$ cat src/design/gpp_pkg.sv
// gpp_pkg: register offsets, reset values and widths for the eight-pin port.
// assumes a byte-wide cpu register port with byte offsets from the port base.
package gpp_pkg;

  // ==========================================================================
  // widths
  localparam int unsigned GPP_DATA_W = 8;
  localparam int unsigned GPP_ADDR_W = 4;

  // ==========================================================================
  // register byte offsets from the port base
  localparam logic [GPP_ADDR_W-1:0] GPP_OFS_FUNC_SEL = 4'h0;
  localparam logic [GPP_ADDR_W-1:0] GPP_OFS_DIR      = 4'h2;
  localparam logic [GPP_ADDR_W-1:0] GPP_OFS_IN_LEVEL = 4'h4;
  localparam logic [GPP_ADDR_W-1:0] GPP_OFS_OUT_VAL  = 4'h6;
  localparam logic [GPP_ADDR_W-1:0] GPP_OFS_PULLUP   = 4'h8;
  localparam logic [GPP_ADDR_W-1:0] GPP_OFS_SLEW     = 4'hA;
  localparam logic [GPP_ADDR_W-1:0] GPP_OFS_ALT_CHO  = 4'hC;

  // ==========================================================================
  // reset values and fixed read values
  localparam logic [GPP_DATA_W-1:0] GPP_RST_CTRL   = 8'h00;
  localparam logic [GPP_DATA_W-1:0] GPP_RD_UNMAPPED = 8'h00;

  // ==========================================================================
  // per-pin alternate routing: bit set means the alternative has a function
  localparam logic [GPP_DATA_W-1:0] GPP_ALT0_PRESENT = 8'hFF;
  localparam logic [GPP_DATA_W-1:0] GPP_ALT1_PRESENT = 8'hFF;

endpackage

$ cat src/design/gpp_port.sv
// gpp_port: one eight-pin general-purpose port with peripheral muxing.
// assumes a synchronous byte register port, pins and peripherals on i_core_clk.
//
// Overview of operation
// - function-select 0: pin is gpio, buffer follows direction and output value
// - function-select 1: selected peripheral drives the pin value and enable
// - reset clears function-select, all pins start as gpio
// - direction 0 tri-states the output buffer, direction 1 drives the pin
// - reset clears all direction bits, pins become inputs
// - input register is read-only and returns live pin levels, outputs included
// - output-value writes update driven gpio pins; reads return the written value
// - reset leaves the output-value register untouched
// - pull-up acts only in gpio mode with buffer off; never in alternate mode
// - reset clears all pull-up enables
// - slew bit 1 fast, 0 slow, in both gpio and alternate modes
// - reset clears all slew bits, pins start slow
// - alternate-choice picks first or second function, only when function-select set
// - alternatives route through a fixed mapping; reserved entries connect nothing
// - output value 0 with direction set drives low; clear releases to pull-up
// - all registers are byte read/write except the read-only input register
`timescale 1ns/1ps
module gpp_port #(
  parameter int unsigned            N_PINS       = 8,
  parameter logic [N_PINS-1:0]      ALT0_PRESENT = gpp_pkg::GPP_ALT0_PRESENT[N_PINS-1:0],
  parameter logic [N_PINS-1:0]      ALT1_PRESENT = gpp_pkg::GPP_ALT1_PRESENT[N_PINS-1:0]
) (
  input  wire logic                              i_core_clk,
  input  wire logic                              i_rstn,
  input  wire logic [gpp_pkg::GPP_ADDR_W-1:0]    i_reg_addr,
  input  wire logic                              i_reg_wr,
  input  wire logic                              i_reg_rd,
  input  wire logic [gpp_pkg::GPP_DATA_W-1:0]    i_reg_wdata,
  output logic      [gpp_pkg::GPP_DATA_W-1:0]    o_reg_rdata,
  input  wire logic [N_PINS-1:0]                 i_pin,
  output logic      [N_PINS-1:0]                 o_pin,
  output logic      [N_PINS-1:0]                 o_pin_oe,
  output logic      [N_PINS-1:0]                 o_pullup_en,
  output logic      [N_PINS-1:0]                 o_slew_fast,
  input  wire logic [N_PINS-1:0]                 i_alt0_out,
  input  wire logic [N_PINS-1:0]                 i_alt0_oe,
  input  wire logic [N_PINS-1:0]                 i_alt1_out,
  input  wire logic [N_PINS-1:0]                 i_alt1_oe,
  output logic      [N_PINS-1:0]                 o_alt0_in,
  output logic      [N_PINS-1:0]                 o_alt1_in
);
  import gpp_pkg::*;

  if (N_PINS < 1 || N_PINS > GPP_DATA_W) begin : g_bad_width
    $error("gpp_port: N_PINS must be 1 to 8");
  end

  localparam int unsigned PAD = GPP_DATA_W - N_PINS;

  // ==========================================================================
  // control registers
  logic [N_PINS-1:0] func_sel_q, func_sel_d;
  logic [N_PINS-1:0] dir_q,      dir_d;
  logic [N_PINS-1:0] pullup_q,   pullup_d;
  logic [N_PINS-1:0] slew_q,     slew_d;
  logic [N_PINS-1:0] alt_cho_q,  alt_cho_d;
  logic [N_PINS-1:0] out_val_q,  out_val_d;
  logic [N_PINS-1:0] wdata;

  assign wdata = i_reg_wdata[N_PINS-1:0];

  always_comb begin
    func_sel_d = func_sel_q;
    dir_d      = dir_q;
    pullup_d   = pullup_q;
    slew_d     = slew_q;
    alt_cho_d  = alt_cho_q;
    out_val_d  = out_val_q;
    if (i_reg_wr) begin
      // input level offset has no storage, writes there are dropped
      unique case (i_reg_addr)
        GPP_OFS_FUNC_SEL: func_sel_d = wdata;
        GPP_OFS_DIR:      dir_d      = wdata;
        GPP_OFS_PULLUP:   pullup_d   = wdata;
        GPP_OFS_SLEW:     slew_d     = wdata;
        GPP_OFS_ALT_CHO:  alt_cho_d  = wdata;
        GPP_OFS_OUT_VAL:  out_val_d  = wdata;
        default: ;
      endcase
    end
  end

  always_ff @(posedge i_core_clk or negedge i_rstn) begin
    if (!i_rstn) begin
      func_sel_q <= GPP_RST_CTRL[N_PINS-1:0];
      dir_q      <= GPP_RST_CTRL[N_PINS-1:0];
      pullup_q   <= GPP_RST_CTRL[N_PINS-1:0];
      slew_q     <= GPP_RST_CTRL[N_PINS-1:0];
      alt_cho_q  <= GPP_RST_CTRL[N_PINS-1:0];
    end else begin
      func_sel_q <= func_sel_d;
      dir_q      <= dir_d;
      pullup_q   <= pullup_d;
      slew_q     <= slew_d;
      alt_cho_q  <= alt_cho_d;
    end
  end

  // output value keeps its contents through reset
  always_ff @(posedge i_core_clk) begin
    out_val_q <= out_val_d;
  end

  // ==========================================================================
  // read path
  logic [GPP_DATA_W-1:0] rdata_q, rdata_d;

  always_comb begin
    rdata_d = rdata_q;
    if (i_reg_rd) begin
      unique case (i_reg_addr)
        GPP_OFS_FUNC_SEL: rdata_d = {{PAD{1'b0}}, func_sel_q};
        GPP_OFS_DIR:      rdata_d = {{PAD{1'b0}}, dir_q};
        GPP_OFS_IN_LEVEL: rdata_d = {{PAD{1'b0}}, i_pin};
        GPP_OFS_OUT_VAL:  rdata_d = {{PAD{1'b0}}, out_val_q};
        GPP_OFS_PULLUP:   rdata_d = {{PAD{1'b0}}, pullup_q};
        GPP_OFS_SLEW:     rdata_d = {{PAD{1'b0}}, slew_q};
        GPP_OFS_ALT_CHO:  rdata_d = {{PAD{1'b0}}, alt_cho_q};
        default:          rdata_d = GPP_RD_UNMAPPED;
      endcase
    end
  end

  // ==========================================================================
  // pin multiplexing
  logic [N_PINS-1:0] pin_d, oe_d, pu_d, slew_fast_d, a0_in_d, a1_in_d;
  logic [N_PINS-1:0] pin_q, oe_q, pu_q, slew_fast_q, a0_in_q, a1_in_q;

  always_comb begin
    for (int i = 0; i < N_PINS; i++) begin
      a0_in_d[i] = 1'b0;
      a1_in_d[i] = 1'b0;
      if (!func_sel_q[i]) begin
        pin_d[i] = out_val_q[i];
        oe_d[i]  = dir_q[i];
        pu_d[i]  = pullup_q[i] & ~dir_q[i];
      end else begin
        pu_d[i] = 1'b0;
        if (alt_cho_q[i]) begin
          pin_d[i]   = ALT1_PRESENT[i] & i_alt1_out[i];
          oe_d[i]    = ALT1_PRESENT[i] & i_alt1_oe[i];
          a1_in_d[i] = ALT1_PRESENT[i] & i_pin[i];
        end else begin
          pin_d[i]   = ALT0_PRESENT[i] & i_alt0_out[i];
          oe_d[i]    = ALT0_PRESENT[i] & i_alt0_oe[i];
          a0_in_d[i] = ALT0_PRESENT[i] & i_pin[i];
        end
      end
      slew_fast_d[i] = slew_q[i];
    end
  end

  always_ff @(posedge i_core_clk or negedge i_rstn) begin
    if (!i_rstn) begin
      rdata_q     <= GPP_RD_UNMAPPED;
      pin_q       <= GPP_RST_CTRL[N_PINS-1:0];
      oe_q        <= GPP_RST_CTRL[N_PINS-1:0];
      pu_q        <= GPP_RST_CTRL[N_PINS-1:0];
      slew_fast_q <= GPP_RST_CTRL[N_PINS-1:0];
      a0_in_q     <= GPP_RST_CTRL[N_PINS-1:0];
      a1_in_q     <= GPP_RST_CTRL[N_PINS-1:0];
    end else begin
      rdata_q     <= rdata_d;
      pin_q       <= pin_d;
      oe_q        <= oe_d;
      pu_q        <= pu_d;
      slew_fast_q <= slew_fast_d;
      a0_in_q     <= a0_in_d;
      a1_in_q     <= a1_in_d;
    end
  end

  assign o_reg_rdata = rdata_q;
  assign o_pin       = pin_q;
  assign o_pin_oe    = oe_q;
  assign o_pullup_en = pu_q;
  assign o_slew_fast = slew_fast_q;
  assign o_alt0_in   = a0_in_q;
  assign o_alt1_in   = a1_in_q;

  // ==========================================================================
  // checks
  chk_gpio_dir_oe: assert property (@(posedge i_core_clk) disable iff (!i_rstn)
    (func_sel_q == '0) |=> (o_pin_oe == $past(dir_q)))
    else $error("gpio output enable does not follow direction");

  chk_gpio_out_val: assert property (@(posedge i_core_clk) disable iff (!i_rstn)
    (func_sel_q == '0 && dir_q == '1) |=> (o_pin == $past(out_val_q)))
    else $error("gpio pin value does not follow output value");

  chk_alt_drive: assert property (@(posedge i_core_clk) disable iff (!i_rstn)
    (func_sel_q[0] && !alt_cho_q[0] && ALT0_PRESENT[0]) |=>
      (o_pin_oe[0] == $past(i_alt0_oe[0]) && o_pin[0] == $past(i_alt0_out[0])))
    else $error("alternate function does not drive the pin");

  chk_alt_pullup_off: assert property (@(posedge i_core_clk) disable iff (!i_rstn)
    ((o_pullup_en & ($past(func_sel_q) | $past(dir_q))) == '0))
    else $error("pull-up active outside gpio input mode");

  chk_reset_clear: assert property (@(posedge i_core_clk)
    $rose(i_rstn) |-> (func_sel_q == '0 && dir_q == '0 && pullup_q == '0 && slew_q == '0))
    else $error("control registers not cleared by reset");

  chk_in_level_read: assert property (@(posedge i_core_clk) disable iff (!i_rstn)
    (i_reg_rd && i_reg_addr == GPP_OFS_IN_LEVEL) |=>
      (o_reg_rdata[N_PINS-1:0] == $past(i_pin)))
    else $error("input level read does not return pin level");

  chk_out_readback: assert property (@(posedge i_core_clk) disable iff (!i_rstn)
    (i_reg_wr && i_reg_addr == GPP_OFS_OUT_VAL) ##1
      (i_reg_rd && i_reg_addr == GPP_OFS_OUT_VAL && !i_reg_wr) |=>
      (o_reg_rdata[N_PINS-1:0] == $past(i_reg_wdata[N_PINS-1:0], 2)))
    else $error("output value read back differs from last write");

  chk_slew_follow: assert property (@(posedge i_core_clk) disable iff (!i_rstn)
    (i_reg_wr && i_reg_addr == GPP_OFS_SLEW) |=> ##1
      (o_slew_fast == $past(i_reg_wdata[N_PINS-1:0], 2)))
    else $error("slew output does not follow written value");

  chk_open_drain: assert property (@(posedge i_core_clk) disable iff (!i_rstn)
    (!func_sel_q[0] && !out_val_q[0] && dir_q[0]) |=> (o_pin_oe[0] && !o_pin[0]))
    else $error("open-drain low not driven");

  chk_in_level_ro: assert property (@(posedge i_core_clk) disable iff (!i_rstn)
    (i_reg_wr && i_reg_addr == GPP_OFS_IN_LEVEL) |=>
      ($stable(func_sel_q) && $stable(dir_q) && $stable(out_val_q)))
    else $error("write to input level changed a register");

  chk_gpio_oe_bits: assert property (@(posedge i_core_clk) disable iff (!i_rstn)
    (((o_pin_oe ^ $past(dir_q))
      & ~$past(func_sel_q)) == '0))
    else $error("gpio pin enable differs from its direction bit");

  chk_gpio_pin_bits: assert property (@(posedge i_core_clk) disable iff (!i_rstn)
    (((o_pin ^ $past(out_val_q))
      & $past(~func_sel_q & dir_q)) == '0))
    else $error("gpio output pin differs from its output value bit");

  chk_alt0_bits: assert property (@(posedge i_core_clk) disable iff (!i_rstn)
    ((((o_pin_oe ^ $past(i_alt0_oe)) | (o_pin ^ $past(i_alt0_out)))
      & $past(func_sel_q & ~alt_cho_q) & ALT0_PRESENT) == '0))
    else $error("first alternative does not control its pins");

  chk_alt1_bits: assert property (@(posedge i_core_clk) disable iff (!i_rstn)
    ((((o_pin_oe ^ $past(i_alt1_oe)) | (o_pin ^ $past(i_alt1_out)))
      & $past(func_sel_q & alt_cho_q) & ALT1_PRESENT) == '0))
    else $error("second alternative does not control its pins");

  chk_reserved_quiet: assert property (@(posedge i_core_clk) disable iff (!i_rstn)
    (((o_pin_oe | o_pin | o_alt0_in | o_alt1_in) & $past(func_sel_q)
      & $past((alt_cho_q & ~ALT1_PRESENT) | (~alt_cho_q & ~ALT0_PRESENT))) == '0))
    else $error("reserved alternative reaches its pin");

  chk_alt_in_route: assert property (@(posedge i_core_clk) disable iff (!i_rstn)
    (o_alt0_in == $past(i_pin & func_sel_q & ~alt_cho_q & ALT0_PRESENT))
      && (o_alt1_in == $past(i_pin & func_sel_q & alt_cho_q & ALT1_PRESENT)))
    else $error("pin level not routed to the selected peripheral");

  chk_pullup_gpio: assert property (@(posedge i_core_clk) disable iff (!i_rstn)
    o_pullup_en ==
      $past(pullup_q & ~dir_q & ~func_sel_q))
    else $error("pull-up enable differs from gpio input setting");

  chk_slew_mirror: assert property (@(posedge i_core_clk) disable iff (!i_rstn)
    o_slew_fast ==
      $past(slew_q))
    else $error("slew output differs from slew register");

  chk_reset_outputs: assert property (@(posedge i_core_clk)
    $rose(i_rstn) |->
      (o_pin_oe == '0 && o_pullup_en == '0 && o_slew_fast == '0 && alt_cho_q == '0))
    else $error("pin controls not cleared by reset");

  chk_out_val_write: assert property (@(posedge i_core_clk) disable iff (!i_rstn)
    (i_reg_wr && i_reg_addr == GPP_OFS_OUT_VAL) |=>
      (out_val_q == $past(i_reg_wdata[N_PINS-1:0])))
    else $error("output value write not stored");

  chk_dir_write: assert property (@(posedge i_core_clk) disable iff (!i_rstn)
    (i_reg_wr && i_reg_addr == GPP_OFS_DIR) |=>
      (dir_q == $past(i_reg_wdata[N_PINS-1:0]) && $stable(func_sel_q) && $stable(pullup_q)))
    else $error("direction write not stored or spilled over");

  chk_func_readback: assert property (@(posedge i_core_clk) disable iff (!i_rstn)
    (i_reg_rd && i_reg_addr == GPP_OFS_FUNC_SEL) |=>
      (o_reg_rdata == {{PAD{1'b0}}, $past(func_sel_q)}))
    else $error("function select read back differs");

  chk_rdata_hold: assert property (@(posedge i_core_clk) disable iff (!i_rstn)
    !i_reg_rd |=>
      $stable(o_reg_rdata))
    else $error("read data changed without a read");

endmodule

$ cat config.mk
export PLATFORM = sky130hd
export DESIGN_NAME = gpp_port
export DESIGN_NICKNAME = d
export VERILOG_FILES = /design/src/design/gpp_pkg.sv /design/src/design/gpp_port.sv
export SDC_FILE = /design/constraint.sdc
export NUM_CORES = 1
export LEC_CHECK = 0
export ABC_AREA = 1
export ABC_CLOCK_PERIOD_IN_PS = 1100
export BUFFER_PORTS_ARGS = -buffer_cell sky130_fd_sc_hd__buf_2
export CAP_MARGIN = 20
export CORE_ASPECT_RATIO = 0.6
export CORE_UTILIZATION = 45
export CTS_CLUSTER_SIZE = 24
export DETAILED_ROUTE_END_ITERATION = 7
export PLACE_DENSITY_LB_ADDON = 0.12
export SLEW_MARGIN = 20
export SYNTH_ARGS = -nofsm -noshare
export SYNTH_HDL_FRONTEND = slang
export SYNTH_SLANG_ARGS = --single-unit
$ cat constraint.sdc
create_clock -name i_core_clk -period 1.1 [get_ports i_core_clk]
set_input_delay 0.33 -clock i_core_clk [delete_from_list [all_inputs] [get_ports i_core_clk]]
set_output_delay 0.33 -clock i_core_clk [all_outputs]
set_load 0.1 [all_outputs]
==> out/qor.csv <==
stage;metric;value;unit
timing;hold_violations;0;
hold_path;hp-class;in -> reg;
hold_path;min_from;i_reg_wdata[6];
cells_and_area;nets;681;
setup_path;endpoint_kind;primary output;
timing;slew_headroom;83.65;%
setup_path;reg2reg_from;alt_cho_q[1]$_DFFE_PN0P_;
routing;drtPass1Iterations;5;
setup_path;crit_required;0.77;ns
cells_and_area;area_delta_synth_final;56.54;%
setup_path;cp_slowest_cell;dfrtp_2;
routing;drt_wl_total;12500;µm
timing;fin_skew;0.009172;ns
clock_network;cts.htree.levels;3;
timing;fin_crit_sh;117.6;%
timing;worstMarginPinSlew;0.2451;ns
setup_path;cpPeakStageDelay;0.44;ns
run_status;status;finished, violations left;
placement;placed_area;0.006296;mm²
setup_path;r2r_cells;6;
grt;gr-total-overflow;0;
clock_network;clock-sinks;104;
hold_path;min_path_cells;1;
run;drv_cap;0;
routing;viasPerCell;5.263;
hold_path;min_to;out_val_q[6]$_DFFE_PP_;
logic_synthesis;synth_seq_cells;104;
placement;finalWeightedCongestion;0.8920;
pwr;p_int;8.425;mW
pwr;p_clk_share;22.7;%
routing;first_iter_violations;394;
logic_synthesis;synth_top_area_share;55.41;%
run_status;violations;setup timing;
setup_path;cp_top_family;flip-flops;
pwr;p_sw;5.704;mW
floorplan;die_area;0.01004;mm²
routing;ant_nets;0;
timing;finalCriticalPeriod;1.294;ns
cells_and_area;fin_util;73.32;%
setup_path;arrival;0.96;ns
pwr;p_sw_share;40.37;%
grt;grt_pass1_vias;3704;
timing;worst_slack;-0.1940;ns
clock_network;clock_latency;0.35;ns
cells_and_area;diodes;0;
floorplan;die_h;78.03;µm
grt;grt.total_usage;25.40;%
grt;antenna_found_initial;0;
setup_path;cp_num_buf_inv;1;
setup_path;r2r_slack;0.03;ns
logic_synthesis;ys_warn_count;0;
timing;fmax;772.8;MHz
cells_and_area;design_area;0.006787;mm²
setup_path;cp-start-kind;flip-flop;
logic_synthesis;synth_area;0.004335;mm²
clock_network;clk_path_buf_depth;2;
timing;rsz0062_at_grt;yes;
logic_synthesis;ys_types;19;
clock_network;cts_tree;yes;
placement;port_buffers;111;
routing;drc;0;
timing;setup_viol;58;
pwr;seq_power_share;37.3;%
logic_synthesis;syn-num-nets;531;
timing;whs;0.1954;ns
placement;place_ws;-0.4061;ns
floorplan;die_w;128.7;µm
cells_and_area;fillCellCount;657;
pwr;power_leakage;3.208;nW
setup_path;cp_max_fo;2;
grt;grt_max_degree;42;
grt;grt_pass1_wl;18900;µm
timing;drv_slew;0;
pwr;vdd_ir_drop_max;996.8;µV
clock_network;numCtsBuffers;9;
pwr;combinationalPowerShare;40.1;%
logic_synthesis;yosys.area.top_type;dfrtp_1;
routing;wl_per_cell;16.44;µm
floorplan;initial_core_util;46.84;%
placement;dp_hpwl;8652;µm
setup_path;worstReg2RegEnd;o_reg_rdata[1]$_DFFE_PN0P_;
setup_path;crit_type;reg -> out;
setup_path;crit_chain;buf_12;
clock_network;cts.clk_slew.worst_paths;0.07;ns
floorplan;io_pins;112;
clock_network;cts-root-buf;clkbuf_16;
logic_synthesis;seq_area_frac_synth;60.95;%
routing;vias;4000;
cells_and_area;drive_above_1_share;39.37;%
logic_synthesis;syn_inst;475;
floorplan;core_area;0.009256;mm²
floorplan;rows;27;
logic_synthesis;syn_area_per_cell;9.127;µm²
logic_synthesis;synth.area.top_cells;dfrtp_1 55%, nand2_1 9.9%, nand3_1 5.5%;
pwr;p_per_area;2082;mW/mm²
[worst max path at each step]
stage / end / startpoint / cells past startpoint
floorplan: out_val_q[0]$_DFFE_PP_ / i_reg_addr[1] / 5
global placement: o_reg_rdata[0]$_DFFE_PN0P_ / i_reg_addr[0] / 9
detailed placement: o_reg_rdata[0]$_DFFE_PN0P_ / i_reg_addr[0] / 9
CTS: o_reg_rdata[5] / o_reg_rdata[5]$_DFFE_PN0P_ / 1
global route: o_reg_rdata[5] / o_reg_rdata[5]$_DFFE_PN0P_ / 1
finish: o_reg_rdata[5] / o_reg_rdata[5]$_DFFE_PN0P_ / 1
[cell usage after synthesis, drive strengths merged]
library cell,instances
buf,12
clkbuf,1
dfrtp,96
edfxtp,8
inv,47
nand2,116
nand3,51
nor2,56
nor3,16
o21a,7
o21ai,57
o22ai,8
[cells in the final DEF, fill, tap and decap left out, types with 2 or more instances in the layout]
master	Yosys	final
inv_1	42	42
clkbuf_1	1	3
buf_4	4	24
nand2_1	114	112
nand3_1	48	48
dfrtp_1	96	37
edfxtp_1	8	8
nor2_2	0	4
inv_2	5	3
nor2_4	5	8
nor3_1	16	16
o21ai_0	31	31
nand2_4	0	2
buf_6	0	5
clkbuf_16	0	10
buf_2	8	50
o22ai_1	8	8
nand2_2	2	2
nor2_1	50	43
clkbuf_4	0	2
o21a_1	7	7
o21ai_1	26	26
dfrtp_2	0	59
buf_12	0	68
nand3_2	3	2
[power groups by stage]
stage / sequential, mW / clock, mW / combinational [mW]
after floorplan: 7.64 / 0 / 0.830
after global placement: 5.30 / 0 / 5.52
after detailed placement: 5.32 / 0 / 5.57
after CTS: 5.26 / 3.21 / 5.62
after global routing: 5.34 / 3.39 / 5.88
final: 5.27 / 3.20 / 5.66
[metrics by stage]
stage | setup TNS [ns] | instances | total power, mW
floorplan | -0.9804 | 475 | 8.470
global placement | -13.00 | 733 | 10.82
detailed placement | -14.30 | 733 | 10.90
CTS | -9.448 | 752 | 14.08
global route | -10.39 | 760 | 14.62
finish | -8.927 | 760 | 14.13
[area by class of cell]
type / instances / area [µm²] / share of cell area (%)
sequential: 104 / 2716 / 40.03
timing repair buffer: 152 / 1926 / 28.37
multi-input combinational: 311 / 1498 / 22.07
clock buffer: 13 / 250.2 / 3.687
inverter: 47 / 191.4 / 2.821
tap: 130 / 162.7 / 2.397
clock inverter: 3 / 42.54 / 0.6268
[cell families after synthesis]
group | Yosys count | synth area share [%]
simple gates | 239 | 24.33
flops | 104 | 60.95
compound gates | 72 | 8.947
buf+inv | 60 | 5.772
[routing by layer]
| layer | routed length [µm] | global-route usage [%] |
|---|---|---|
| met2 | 5676 | 38.38 |
| met5 | 0 | 0 |
| met4 | 150 | 6.941 |
| met3 | 1262 | 5.181 |
| met1 | 5406 | 37.37 |
[registers in the layout, summed over array words and instances (netlist names)]
name         flops
alt_cho_q        8
dir_q            8
func_sel_q       8
o_alt0_in        8
o_alt1_in        8
o_pin            8
o_pin_oe         8
o_pullup_en      8
o_reg_rdata      8
o_slew_fast      8
out_val_q        8
pullup_q         8
slew_fast_d      8
[timing repair]
action / CTS / global route
setup buffers: 1 / 7
setup endpoints to repair: 65 / 92
gates cloned: 1 / 1
pin swaps: 3 / 9
hold endpoints to repair: 8 / 0
resized for setup: 3 / 21
hold buffers: 1 / 0
Note: power is estimated with default switching activity, not from simulation.
